[src/unsigned_field_move_op_defines.vh]
`ifndef FIELD_MOVE_DEFINES_VH
`define FIELD_MOVE_DEFINES_VH

// Register byte offsets
`define REG_CTRL 8'h00
`define REG_STATUS 8'h04
`define REG_MASK 8'h08
`define REG_RESULT_LO 8'h0c
`define REG_RESULT_HI 8'h10
`define REG_ALIAS 8'h14

// Control fields
`define CTRL_DATA_INDEP_BIT 0
`define CTRL_RESET 32'h0000_0000

// Status and mask bits
`define ST_DONE 0
`define ST_UNDEF 1
`define ST_WIDTH 2

// Alias codes
`define ALIAS_NONE 3'h0
`define ALIAS_LSL 3'h1
`define ALIAS_LSR 3'h2
`define ALIAS_INSZ 3'h3
`define ALIAS_EXTR 3'h4
`define ALIAS_BYTE_EXT 3'h5
`define ALIAS_HALF_EXT 3'h6

// Instruction word fields
`define F_WIDTH_SEL 31
`define F_MASK_SIZE 22
`define F_ROT_HI 21
`define F_ROT_LO 16
`define F_TOP_HI 15
`define F_TOP_LO 10
`define F_SRC_HI 9
`define F_SRC_LO 5
`define F_DST_HI 4
`define F_DST_LO 0

// Single-cycle datapath latency
`define EXEC_TIME_NS 4
`define CLK_PERIOD_NS 4
`define EXEC_CYCLES (`EXEC_TIME_NS / `CLK_PERIOD_NS)

`endif

[src/unsigned_bitfield_move.v]
// Functional notes
// - With top-bit at least rotate, source bits rotate..top land at bit 0.
// - With top-bit below rotate, low top+1 bits land at size minus rotate.
// - All result bits outside the moved field are forced to zero.
// - Width and mask-size both one select 64-bit, both zero select 32-bit.
// - Mismatched width/mask-size, or 32-bit with field bit 5 set, is undefined.
// - Operand size is 32 shifted left by the width-select bit.
// - Result is rotated source ANDed with window mask, then with low mask.
// - Rotate field is a right rotate of 0..31 or 0..63 by size.
// - Top-bit field is the leftmost source bit moved, 0..31 or 0..63.
// - Source comes from the source register index, result to destination.
// - Insert-in-zeros uses rotate = -start mod size and top = width-1.
// - Insert start is 0..size-1 and width is 1..size-start.
// - 32-bit top not 011111 and equal to rotate minus one is a left shift.
// - Rotate 0 with top 000111 is byte, with 001111 halfword, zero-extend.
// - With data-independent timing, latency never depends on data or flags.
//
// Added by the designer: the AHB-Lite interface to the registers and the placing of the registers.
`include "unsigned_field_move_op_defines.vh"

module unsigned_bitfield_move (
  input wire clk_i,
  input wire arst_n_i,
  input wire issue_valid_i,
  input wire [31:0] instr_i,
  input wire [63:0] src_data_i,
  input wire [3:0] condition_flags_i,
  input wire haddr_sel_i,
  input wire [31:0] haddr_i,
  input wire [1:0] htrans_i,
  input wire hwrite_i,
  input wire [2:0] hsize_i,
  input wire [31:0] hwdata_i,
  input wire hready_i,
  output wire [31:0] hrdata_o,
  output wire hreadyout_o,
  output wire hresp_o,
  output wire [4:0] src_reg_idx_o,
  output reg wb_valid_o,
  output reg [4:0] wb_reg_idx_o,
  output reg [63:0] wb_data_o,
  output reg undef_o,
  output reg [2:0] alias_o,
  output wire irq_o
);

  // Instruction word fields
  wire width_select_bit;
  wire mask_size_bit;
  wire [5:0] rot_field;
  wire [5:0] top_field;
  wire [4:0] src_field;
  wire [4:0] dest_field;

  assign width_select_bit = instr_i[`F_WIDTH_SEL];
  assign mask_size_bit = instr_i[`F_MASK_SIZE];
  assign rot_field = instr_i[`F_ROT_HI:`F_ROT_LO];
  assign top_field = instr_i[`F_TOP_HI:`F_TOP_LO];
  assign src_field = instr_i[`F_SRC_HI:`F_SRC_LO];
  assign dest_field = instr_i[`F_DST_HI:`F_DST_LO];

  assign src_reg_idx_o = src_field;

  wire [6:0] datasize;
  assign datasize = 7'h20 << width_select_bit;

  wire is64;
  assign is64 = width_select_bit & mask_size_bit;

  wire undef_wide;
  wire undef_narrow;
  wire undef;
  assign undef_wide = width_select_bit & ~mask_size_bit;
  assign undef_narrow = ~width_select_bit &
    (mask_size_bit | rot_field[5] | top_field[5]);
  assign undef = undef_wide | undef_narrow;

  wire [5:0] r;
  assign r = is64 ? rot_field : {1'b0, rot_field[4:0]};

  wire [5:0] s;
  assign s = is64 ? top_field : {1'b0, top_field[4:0]};

  // Field wraps past the top when s is below r
  wire wraps;
  wire [5:0] span;
  assign wraps = s < r;
  assign span = s - r;

  // Upper word ignored in 32-bit mode
  wire [63:0] src_used;
  assign src_used = is64 ? src_data_i : {32'h0000_0000, src_data_i[31:0]};

  wire [63:0] rot;
  wire [63:0] tmask;
  wire [63:0] wmask;
  wire [63:0] lowmask;
  wire [63:0] bot;
  wire [63:0] result;

  // One slice per result bit; no barrel shifter, so the
  // depth is the same for every rotate amount
  genvar gi;
  generate
    for (gi = 0; gi < 64; gi = gi + 1) begin : g_bit
      localparam [6:0] bit_pos = gi;
      wire [6:0] src_sum;
      wire [5:0] idx64;
      wire [4:0] idx32;

      assign src_sum = bit_pos + {1'b0, r};
      assign idx64 = src_sum[5:0];
      assign idx32 = src_sum[4:0];

      // top mask covers bits 0..s of the operand
      assign tmask[gi] = (bit_pos <= {1'b0, s}) && (bit_pos < datasize);

      // right rotate injects at the operand's top bit
      if (gi < 32) begin : g_low
        assign rot[gi] = is64 ? src_used[idx64] : src_used[idx32];
        assign wmask[gi] = is64 ? tmask[idx64] : tmask[idx32];
      end else begin : g_high
        assign rot[gi] = is64 & src_used[idx64];
        assign wmask[gi] = is64 & tmask[idx64];
      end

      // unwrapped field keeps only bits 0..s-r
      assign lowmask[gi] = wraps | (bit_pos <= {1'b0, span});

      // wrapped field lands at size minus r
      assign bot[gi] = rot[gi] & wmask[gi];

      // everything outside the field is zero
      assign result[gi] = bot[gi] & lowmask[gi];
    end
  endgenerate

  wire is_byte_ext;
  wire is_half_ext;
  assign is_byte_ext = (rot_field == 6'h00) && (top_field == 6'h07);
  assign is_half_ext = (rot_field == 6'h00) && (top_field == 6'h0f);

  wire [5:0] top_plus_one;
  wire lsl_32;
  wire lsl_64;
  assign top_plus_one = top_field + 6'h01;
  assign lsl_32 = !is64 && (top_field != 6'h1f) &&
    (top_plus_one == rot_field);
  assign lsl_64 = is64 && (top_field != 6'h3f) &&
    (top_plus_one == rot_field);

  // Right shift by immediate
  wire is_lsr;
  assign is_lsr = top_field == (is64 ? 6'h3f : 6'h1f);

  // insert-in-zeros when top field is below rotate
  wire is_insz;
  assign is_insz = top_field < rot_field;

  reg [2:0] alias_d;
  always @* begin
    if (is_byte_ext) begin
      alias_d = `ALIAS_BYTE_EXT;
    end else if (is_half_ext) begin
      alias_d = `ALIAS_HALF_EXT;
    end else if (lsl_32 || lsl_64) begin
      alias_d = `ALIAS_LSL;
    end else if (is_lsr) begin
      alias_d = `ALIAS_LSR;
    end else if (is_insz) begin
      alias_d = `ALIAS_INSZ;
    end else begin
      alias_d = `ALIAS_EXTR;
    end
  end

  // Bus address phase
  reg ap_valid_q;
  reg ap_write_q;
  reg [7:0] ap_addr_q;
  wire word_size;
  wire ap_take;

  // Only whole-word transfers are honoured
  assign word_size = hsize_i == 3'h2;
  assign ap_take = haddr_sel_i & htrans_i[1] & hready_i & word_size;

  always @(posedge clk_i or negedge arst_n_i) begin
    if (!arst_n_i) begin
      ap_valid_q <= 1'b0;
    end else if (hready_i) begin
      ap_valid_q <= ap_take;
    end
  end

  always @(posedge clk_i or negedge arst_n_i) begin
    if (!arst_n_i) begin
      ap_write_q <= 1'b0;
    end else if (hready_i) begin
      ap_write_q <= hwrite_i;
    end
  end

  always @(posedge clk_i or negedge arst_n_i) begin
    if (!arst_n_i) begin
      ap_addr_q <= 8'h00;
    end else if (hready_i) begin
      ap_addr_q <= haddr_i[7:0];
    end
  end

  // Data phase write strobes
  wire wr;
  wire wr_ctrl;
  wire wr_status;
  wire wr_mask;
  assign wr = ap_valid_q & ap_write_q;
  assign wr_ctrl = wr && (ap_addr_q == `REG_CTRL);
  assign wr_status = wr && (ap_addr_q == `REG_STATUS);
  assign wr_mask = wr && (ap_addr_q == `REG_MASK);

  // Control register
  reg [31:0] ctrl_q;
  always @(posedge clk_i or negedge arst_n_i) begin
    if (!arst_n_i) begin
      ctrl_q <= `CTRL_RESET;
    end else if (wr_ctrl) begin
      ctrl_q <= {31'h0, hwdata_i[`CTRL_DATA_INDEP_BIT]};
    end
  end

  // Interrupt mask
  reg [2:0] mask_q;
  always @(posedge clk_i or negedge arst_n_i) begin
    if (!arst_n_i) begin
      mask_q <= 3'h0;
    end else if (wr_mask) begin
      mask_q <= hwdata_i[2:0];
    end
  end

  // Status events
  wire [2:0] ev;
  wire [2:0] w1c;
  wire [2:0] status_d;
  reg [2:0] status_q;
  assign ev[`ST_DONE] = issue_valid_i;
  assign ev[`ST_UNDEF] = issue_valid_i & undef;
  assign ev[`ST_WIDTH] = issue_valid_i & is64 & ~undef;
  assign w1c = wr_status ? hwdata_i[2:0] : 3'h0;

  genvar gj;
  generate
    for (gj = 0; gj < 3; gj = gj + 1) begin : g_status
      // Set wins over clear so no event is lost to a clear
      assign status_d[gj] = ev[gj] | (status_q[gj] & ~w1c[gj]);
    end
  endgenerate

  always @(posedge clk_i or negedge arst_n_i) begin
    if (!arst_n_i) begin
      status_q <= 3'h0;
    end else begin
      status_q <= status_d;
    end
  end

  // Pending unmasked events
  wire [2:0] pending;
  assign pending = status_q & mask_q;
  assign irq_o = |pending;

  // Write-back stage
  reg [63:0] last_q;

  // fixed one-cycle latency regardless of data or flags
  always @(posedge clk_i or negedge arst_n_i) begin
    if (!arst_n_i) begin
      wb_valid_o <= 1'b0;
    end else begin
      wb_valid_o <= issue_valid_i & ~undef;
    end
  end

  always @(posedge clk_i or negedge arst_n_i) begin
    if (!arst_n_i) begin
      undef_o <= 1'b0;
    end else begin
      undef_o <= issue_valid_i & undef;
    end
  end

  always @(posedge clk_i or negedge arst_n_i) begin
    if (!arst_n_i) begin
      wb_reg_idx_o <= 5'h00;
    end else if (issue_valid_i) begin
      wb_reg_idx_o <= dest_field;
    end
  end

  // Undefined issue leaves zeros behind
  always @(posedge clk_i or negedge arst_n_i) begin
    if (!arst_n_i) begin
      wb_data_o <= 64'h0;
    end else if (issue_valid_i) begin
      wb_data_o <= undef ? 64'h0 : result;
    end
  end

  // Kept for software readback
  always @(posedge clk_i or negedge arst_n_i) begin
    if (!arst_n_i) begin
      last_q <= 64'h0;
    end else if (issue_valid_i) begin
      last_q <= undef ? 64'h0 : result;
    end
  end

  always @(posedge clk_i or negedge arst_n_i) begin
    if (!arst_n_i) begin
      alias_o <= `ALIAS_NONE;
    end else if (issue_valid_i) begin
      alias_o <= undef ? `ALIAS_NONE : alias_d;
    end
  end

  wire [31:0] result_lo;
  wire [31:0] result_hi;
  assign result_lo = last_q[31:0];
  assign result_hi = last_q[63:32];

  // Register read mux, valid in the data phase
  reg [31:0] rdata;
  always @* begin
    case (ap_addr_q)
      `REG_CTRL: begin
        rdata = ctrl_q;
      end
      `REG_STATUS: begin
        rdata = {29'h0, status_q};
      end
      `REG_MASK: begin
        rdata = {29'h0, mask_q};
      end
      `REG_RESULT_LO: begin
        rdata = result_lo;
      end
      `REG_RESULT_HI: begin
        rdata = result_hi;
      end
      `REG_ALIAS: begin
        rdata = {29'h0, alias_o};
      end
      default: begin
        rdata = 32'h0000_0000;
      end
    endcase
  end

  assign hrdata_o = rdata;
  // Zero-wait slave, always OKAY
  assign hreadyout_o = 1'b1;
  assign hresp_o = 1'b0;

endmodule // unsigned_bitfield_move

[config.mk]
export PLATFORM = sky130hd
export DESIGN_NAME = unsigned_bitfield_move
export DESIGN_NICKNAME = d
export VERILOG_FILES = /design/src/unsigned_bitfield_move.v
export VERILOG_INCLUDE_DIRS = /design/src
export SDC_FILE = /design/constraint.sdc
export NUM_CORES = 1
export LEC_CHECK = 0
export ABC_AREA = 1
export BUFFER_PORTS_ARGS = -buffer_cell sky130_fd_sc_hd__buf_4
export CAP_MARGIN = 5
export CORE_UTILIZATION = 58
export CTS_CLUSTER_SIZE = 10
export DETAILED_ROUTE_END_ITERATION = 8
export MAX_ROUTING_LAYER = met4
export PLACE_DENSITY = 0.87
export SLEW_MARGIN = 30
export SYNTH_ARGS = -nofsm -noshare
export SYNTH_HDL_FRONTEND = slang
export SYNTH_SLANG_ARGS = --single-unit
[constraint.sdc]
create_clock -name clk_i -period 2.1 [get_ports clk_i]
set_clock_uncertainty 0.2 [all_clocks]
set_input_delay 0.21 -clock clk_i [delete_from_list [all_inputs] [get_ports clk_i]]
set_output_delay 0.21 -clock clk_i [all_outputs]
set_load 0.005 [all_outputs]
==> run_results.csv, run 1 <==
group,metric,value,unit
run_status,outcome,"did not finish",
grt,first_global_vias,30200,
yosys,synth_compound_gate_area_share,12.0,%
yosys,synth-seq-cells,91,
yosys,largest_family_of_logic_cells_by_synthesized_area,"simple AND/OR/NAND/NOR gates",
grt,grt-ovfl-total,978,
yosys,syn_area_per_cell,5.21,um2
yosys,synthesis.nets,3124,
grt,grt_first_pass_wirelength,181000,um
placement,gp_congestion,1.28,
yosys,yosysWarningCount,0,
die,start_util,59.7,%
grt,globalRouteTotalUtil,91.4,%
die,pin_count,289,
yosys,synthesis.instances,2919,
yosys,postSynth.topFlopCell,"sky130_fd_sc_hd__dfrtp_1",
die,die-height,164,um
placement,worst_case_setup_slack_after_placement,-0.962,ns
yosys,synth_edf_count,0,
clocking,cts_made_buffers,9,
placement,numPortBuffers,210,
yosys,yosys.area_share.adder,2.52,%
clocking,cts-root-to-sink-buffers,2,
yosys,synth.cell_area,0.0152,mm2
run_status,firstError,"[ERROR GRT-0116] Global routing finished with congestion. Check the congestion regions in the DRC Viewer.",
die,placementRows,58,
clocking,clock_sinks,91,
clocking,cts-htree-levels,3,
yosys,synth.lib_cells_used.distinct,46,
die,die_w,164,um
yosys,synth_seq_area_share,15.0,%
grt,grt_max_degree,69,
yosys,post_synth_and_or_nand_nor_area_fraction,55.7,%
run_status,haltStage,"global routing (5_1_grt)",
placement,hpwl,56700,um
clocking,cts_root_buf,"sky130_fd_sc_hd__clkbuf_16",
yosys,synth_xor_area_share,2.68,%
yosys,post_synth_mux_area_share,1.34,%
yosys,ys_async_sr_fraction,100,%
==> Yosys cell counts, types with 3 or more instances <==
cell type	instances	area (um2)
sky130_fd_sc_hd__nor3_1	3	15.0
sky130_fd_sc_hd__nor2_1	152	571
sky130_fd_sc_hd__o21a_1	8	60.1
sky130_fd_sc_hd__o31ai_1	4	30.0
sky130_fd_sc_hd__xor2_1	32	280
sky130_fd_sc_hd__o21ai_0	159	796
sky130_fd_sc_hd__a31oi_1	11	68.8
sky130_fd_sc_hd__mux2_2	3	33.8
sky130_fd_sc_hd__buf_2	61	305
sky130_fd_sc_hd__inv_1	215	807
sky130_fd_sc_hd__o21ai_1	43	215
sky130_fd_sc_hd__nand2_1	1169	4390
sky130_fd_sc_hd__nand3_1	632	3160
sky130_fd_sc_hd__ha_1	29	363
sky130_fd_sc_hd__a21oi_2	3	26.3
sky130_fd_sc_hd__nand4_1	16	100
sky130_fd_sc_hd__a21oi_1	73	365
sky130_fd_sc_hd__clkinv_1	5	18.8
sky130_fd_sc_hd__buf_4	17	128
sky130_fd_sc_hd__nor2_4	5	56.3
sky130_fd_sc_hd__nand3b_1	8	60.1
sky130_fd_sc_hd__o22ai_1	4	25.0
sky130_fd_sc_hd__nor2_2	9	56.3
sky130_fd_sc_hd__xnor2_1	9	78.8
sky130_fd_sc_hd__o211ai_1	20	150
sky130_fd_sc_hd__mux2i_1	17	170
sky130_fd_sc_hd__clkbuf_1	55	206
sky130_fd_sc_hd__dfrtp_1	91	2280
sky130_fd_sc_hd__or2_2	6	37.5
sky130_fd_sc_hd__inv_2	17	63.8
sky130_fd_sc_hd__buf_1	24	90.1
==> cells by family after synthesis <==
group	after synthesis
adder cells (fa/ha/maj)	30
XOR/XNOR	44
multiplexers	20
buffers and inverters	395
AND/OR/NAND/NOR	2003
flip-flops	91
AO/OA/AOI/OAI	334
other	2
==> per-stage QoR <==
step	utilization, %	cells	hold WS (ns)	setup TNS [ns]	cell area [um2]
2_1_floorplan	-	2919	-0.286	-22.54	15500
3_3_place_gp	76.1	3657	0.0226	-36.27	19400
3_5_place_dp	76.1	3657	0.0327	-40.82	19400
4_1_cts	84.5	3735	0.00117	-15.14	21500
==> metal layers <==
| metal | GRT usage, % | GRT overflow |
|---|---|---|
| met1 | 85.3 | 63 |
| met2 | 108 | 648 |
| met3 | 78.3 | 54 |
| met4 | 94.0 | 213 |
| met5 | - | - |
==> timing repair <==
action                                 in CTS
cloned                                      5
gates resized for setup                   370
hold buffers                               28
endpoints found under the hold margin      61
setup endpoints to repair                  99
buffers inserted                           34
pin swaps                                  98
==> run 2: changes to the inputs <==
--- a/config.mk
+++ b/config.mk
@@ -9,11 +9,9 @@
 export ABC_AREA = 1
 export BUFFER_PORTS_ARGS = -buffer_cell sky130_fd_sc_hd__buf_4
 export CAP_MARGIN = 5
-export CORE_UTILIZATION = 58
-export CTS_CLUSTER_SIZE = 10
+export CORE_UTILIZATION = 40
 export DETAILED_ROUTE_END_ITERATION = 8
-export MAX_ROUTING_LAYER = met4
-export PLACE_DENSITY = 0.87
+export PLACE_DENSITY_LB_ADDON = 0.15
 export SLEW_MARGIN = 30
 export SYNTH_ARGS = -nofsm -noshare
 export SYNTH_HDL_FRONTEND = slang
==> run 2 against run 1 <==
  * The flow now finishes, with violations (setup timing)
  * Synthesized cell count stayed put
  * Synthesized area stayed put
==> run_results.csv, run 2 <==
group,metric,value,unit
placement,gp_congestion,1.07,
final_layout,syn_to_final_growth,68.3,%
yosys,synthDominantCellAreaShare,28.9,%
pwr,totalPowerFinal,12200,uW
routing,dr_total_vias,23700,
die,start_util,40.5,%
grt,grt_antenna_before_repair,1,
setup_path,critical_path_class,"in -> reg",
final_layout,filler_cell_count,3230,
setup_path,rr_startpoint,"ap_addr_q[1]",
final_layout,antenna_cells,0,
die,die-area,0.0388,mm2
clocking,clock_sinks,91,
setup_path,cp_data_required_time,2.19,ns
min_path,worstHoldStart,"hready_i",
clocking,cts.clk_slew.worst_paths,0.08,ns
clocking,cts_made_buffers,9,
run_status,violated_checks,"setup timing",
clocking,cts_root_buf,"sky130_fd_sc_hd__clkbuf_16",
pwr,power_per_cell_area,477,mW/mm2
min_path,worstHoldPathType,"in -> reg",
final_layout,most-common-layout-cells,"sky130_fd_sc_hd__nand2_1, sky130_fd_sc_hd__buf_4, sky130_fd_sc_hd__nand3_1, sky130_fd_sc_hd__nand2_2, sky130_fd_sc_hd__nand3_2",
timing,timing_limited_maximum_frequency,0.407,GHz
timing,slew-limit-headroom,54.1,%
yosys,synth.lib_cells_used.distinct,46,
clocking,clk_latency,0.36,ns
yosys,synth.cell_area,0.0152,mm2
timing,setup_total_negative_slack,-22.23,ns
die,die-height,197,um
setup_path,critPathLaunch,"instr_i[10]",
final_layout,nNetsFinal,3705,
final_layout,total_area_of_sequential_cells,0.00228,mm2
setup_path,cp.arrival,2.55,ns
grt,grt-ovfl-total,0,
timing,fin_crit_period,2.46,ns
yosys,synth_top_cells_by_count,"sky130_fd_sc_hd__nand2_1, sky130_fd_sc_hd__nand3_1, sky130_fd_sc_hd__inv_1",
yosys,synth-seq-cells,91,
grt,grt_max_degree,76,
routing,starting_drc_count_in_detailed_routing,2462,
pwr,p_leak,0.0129,uW
final_layout,largest_register_ffs,64,
grt,globalRouteTotalUtil,43.4,%
yosys,postSynth.topFlopCell,"sky130_fd_sc_hd__dfrtp_1",
final_layout,final_common_cell,"sky130_fd_sc_hd__nand2_1",
routing,drt.antenna.violating_nets,0,
routing,post-route-drc-count,0,
routing,finalWirelength,90700,um
pwr,power.ir.vdd_worst,0.000367,V
placement,numPortBuffers,210,
yosys,synth_edf_count,0,
run_status,outcome,"finished, violations left",
final_layout,fraction_of_final_layout_cells_with_drive_strength_greater_than_1,42.1,%
clocking,cts-root-to-sink-buffers,2,
die,core_area,0.0375,mm2
placement,worst_case_setup_slack_after_placement,-0.991,ns
timing,setup_viol,99,
timing,timing.final.crit_share,117,%
yosys,synthesis.instances,2919,
timing,grt_setup_unrepaired,"true",
setup_path,path_max_fanout,4,
setup_path,timing.critical_path.to_type,"register",
yosys,post-synth-top-count-cell,"sky130_fd_sc_hd__nand2_1",
final_layout,regMostFlops,"wb_data_o",
run,max_cap_violations,0,
die,pin_count,289,
yosys,ys_async_sr_fraction,100,%
routing,vias_per_cell,5.90,
yosys,syn_area_per_cell,5.21,um2
timing,setup_ws,-0.359,ns
placement,hpwl,68000,um
die,die_w,197,um
yosys,synth_seq_area_share,15.0,%
setup_path,cp-start-kind,"input port",
clocking,cts_tree,"done",
final_layout,multi_input_comb_area,0.0150,mm2
final_layout,post_route_design_area,0.0256,mm2
yosys,synthesis.nets,3124,
final_layout,biggestRegsByFlops,"wb_data_o: 64 flops, ap_addr_q: 8 flops, wb_reg_idx_o: 5 flops",
placement,placed_cell_area,0.0202,mm2
timing,worst_pin_slew,0.686,ns
timing,finalMaxSlewViolations,0,
die,placementRows,71,
routing,routed_wirelength_normalized_by_instance_count,22.6,um
grt,grt_first_pass_wirelength,127000,um
yosys,yosys.area.top_type,"sky130_fd_sc_hd__nand2_1",
routing,first_pass_iters,8,
clocking,cts-htree-levels,3,
yosys,synth.area.top_cells,"sky130_fd_sc_hd__nand2_1, sky130_fd_sc_hd__nand3_1, sky130_fd_sc_hd__dfrtp_1, sky130_fd_sc_hd__inv_1, sky130_fd_sc_hd__o21ai_0",
yosys,yosysWarningCount,0,
timing,hold_viol_final,0,
grt,first_global_vias,21800,
-- run 2: cell counts after synthesis --
Identical to the previous run, type by type.
-- run 2: final cells by class --
cell class / count / share of cell area [%]
tap: 511 / 2.50
timing repair buffer: 726 / 24.7
inverter: 238 / 3.80
multi-input combinational: 2434 / 58.8
sequential: 91 / 8.91
clock inverter: 6 / 0.313
clock buffer: 10 / 0.935
-- run 2: power breakdown --
part / total (uW) / leakage (uW) / internal, uW / switching, uW
Clock: 1820 / 0.000153 / 981 / 836
Sequential: 2090 / 0.00118 / 1900 / 183
Combinational: 8300 / 0.0116 / 3180 / 5120
-- run 2: metal layers --
metal	vias up	track usage (%)	routed length, um
met2	1524	68.3	39700
met4	2	32.3	8330
met1	11000	52.6	33400
li1	10700	-	-
met3	424	8.18	9260
met5	-	0	13
-- run 2: cell families (layout without fill, tap and decap cells) --
| family | count (synthesis) | after routing | synth area share [%] |
|---|---|---|---|
| and+or+nand+nor | 2003 | 2004 | 55.7 |
| buffers and inverters | 395 | 980 | 10.7 |
| AOI/OAI and AO/OA | 334 | 334 | 12.0 |
| DFF | 91 | 91 | 15.0 |
| xor gates and xnor gates | 44 | 44 | 2.68 |
| adders and majority gates | 30 | 30 | 2.52 |
| muxes | 20 | 20 | 1.34 |
| other | 2 | 2 | 0.0494 |
-- run 2: critical path, cell delays in order --
cell and delay [ns]:
sky130_fd_sc_hd__buf_8 0.11, sky130_fd_sc_hd__clkinv_4 0.04, sky130_fd_sc_hd__buf_6 0.09, sky130_fd_sc_hd__ha_4 0.13
sky130_fd_sc_hd__inv_4 0.03, sky130_fd_sc_hd__fa_2 0.34, sky130_fd_sc_hd__nand2_2 0.08, sky130_fd_sc_hd__inv_2 0.04
sky130_fd_sc_hd__o21ai_2 0.13, sky130_fd_sc_hd__nand2_2 0.10, sky130_fd_sc_hd__a21oi_2 0.16, sky130_fd_sc_hd__inv_2 0.07
sky130_fd_sc_hd__a21oi_4 0.16, sky130_fd_sc_hd__inv_4 0.07, sky130_fd_sc_hd__buf_4 0.15, sky130_fd_sc_hd__buf_4 0.14
sky130_fd_sc_hd__nand2_4 0.06, sky130_fd_sc_hd__nand2_4 0.08, sky130_fd_sc_hd__a21oi_2 0.15, sky130_fd_sc_hd__nand2_1 0.07
sky130_fd_sc_hd__o21ai_1 0.14
-- run 2: final timing paths --
kind                                 endpoint  slack [ns]  cells past startpoint
worst min register to register   wb_data_o[8]        0.31                      2
worst max-delay path            wb_data_o[58]       -0.36                     21
worst min-delay path             ap_addr_q[0]        0.05                      2
max in group asynchronous       wb_data_o[21]        0.90                      3
min in group asynchronous          alias_o[1]        0.10                      2
worst max register to register    status_q[2]        0.02                     10
-- run 2: what timing repair did --
item                                    CTS  global route
setup buffers                            33            32
pin swaps                               143           171
hold endpoints to repair                114             0
resized for setup                       589           482
endpoints found under the setup margin   99           104
gates cloned                              5             6
hold buffers                             38             0
-- run 2: through the flow --
stage / hold WS (ns) / std cells / utilization (%)
2_1_floorplan: -0.286 / 2919 / -
3_3_place_gp: -0.0840 / 3906 / 54.0
3_5_place_dp: -0.0788 / 3906 / 54.0
4_1_cts: 0.0153 / 3987 / 62.1
5_1_grt: 0.0630 / 4016 / 68.2
6_report: 0.0517 / 4016 / 68.2
No activity file was read; power rests on OpenSTA's default activity.
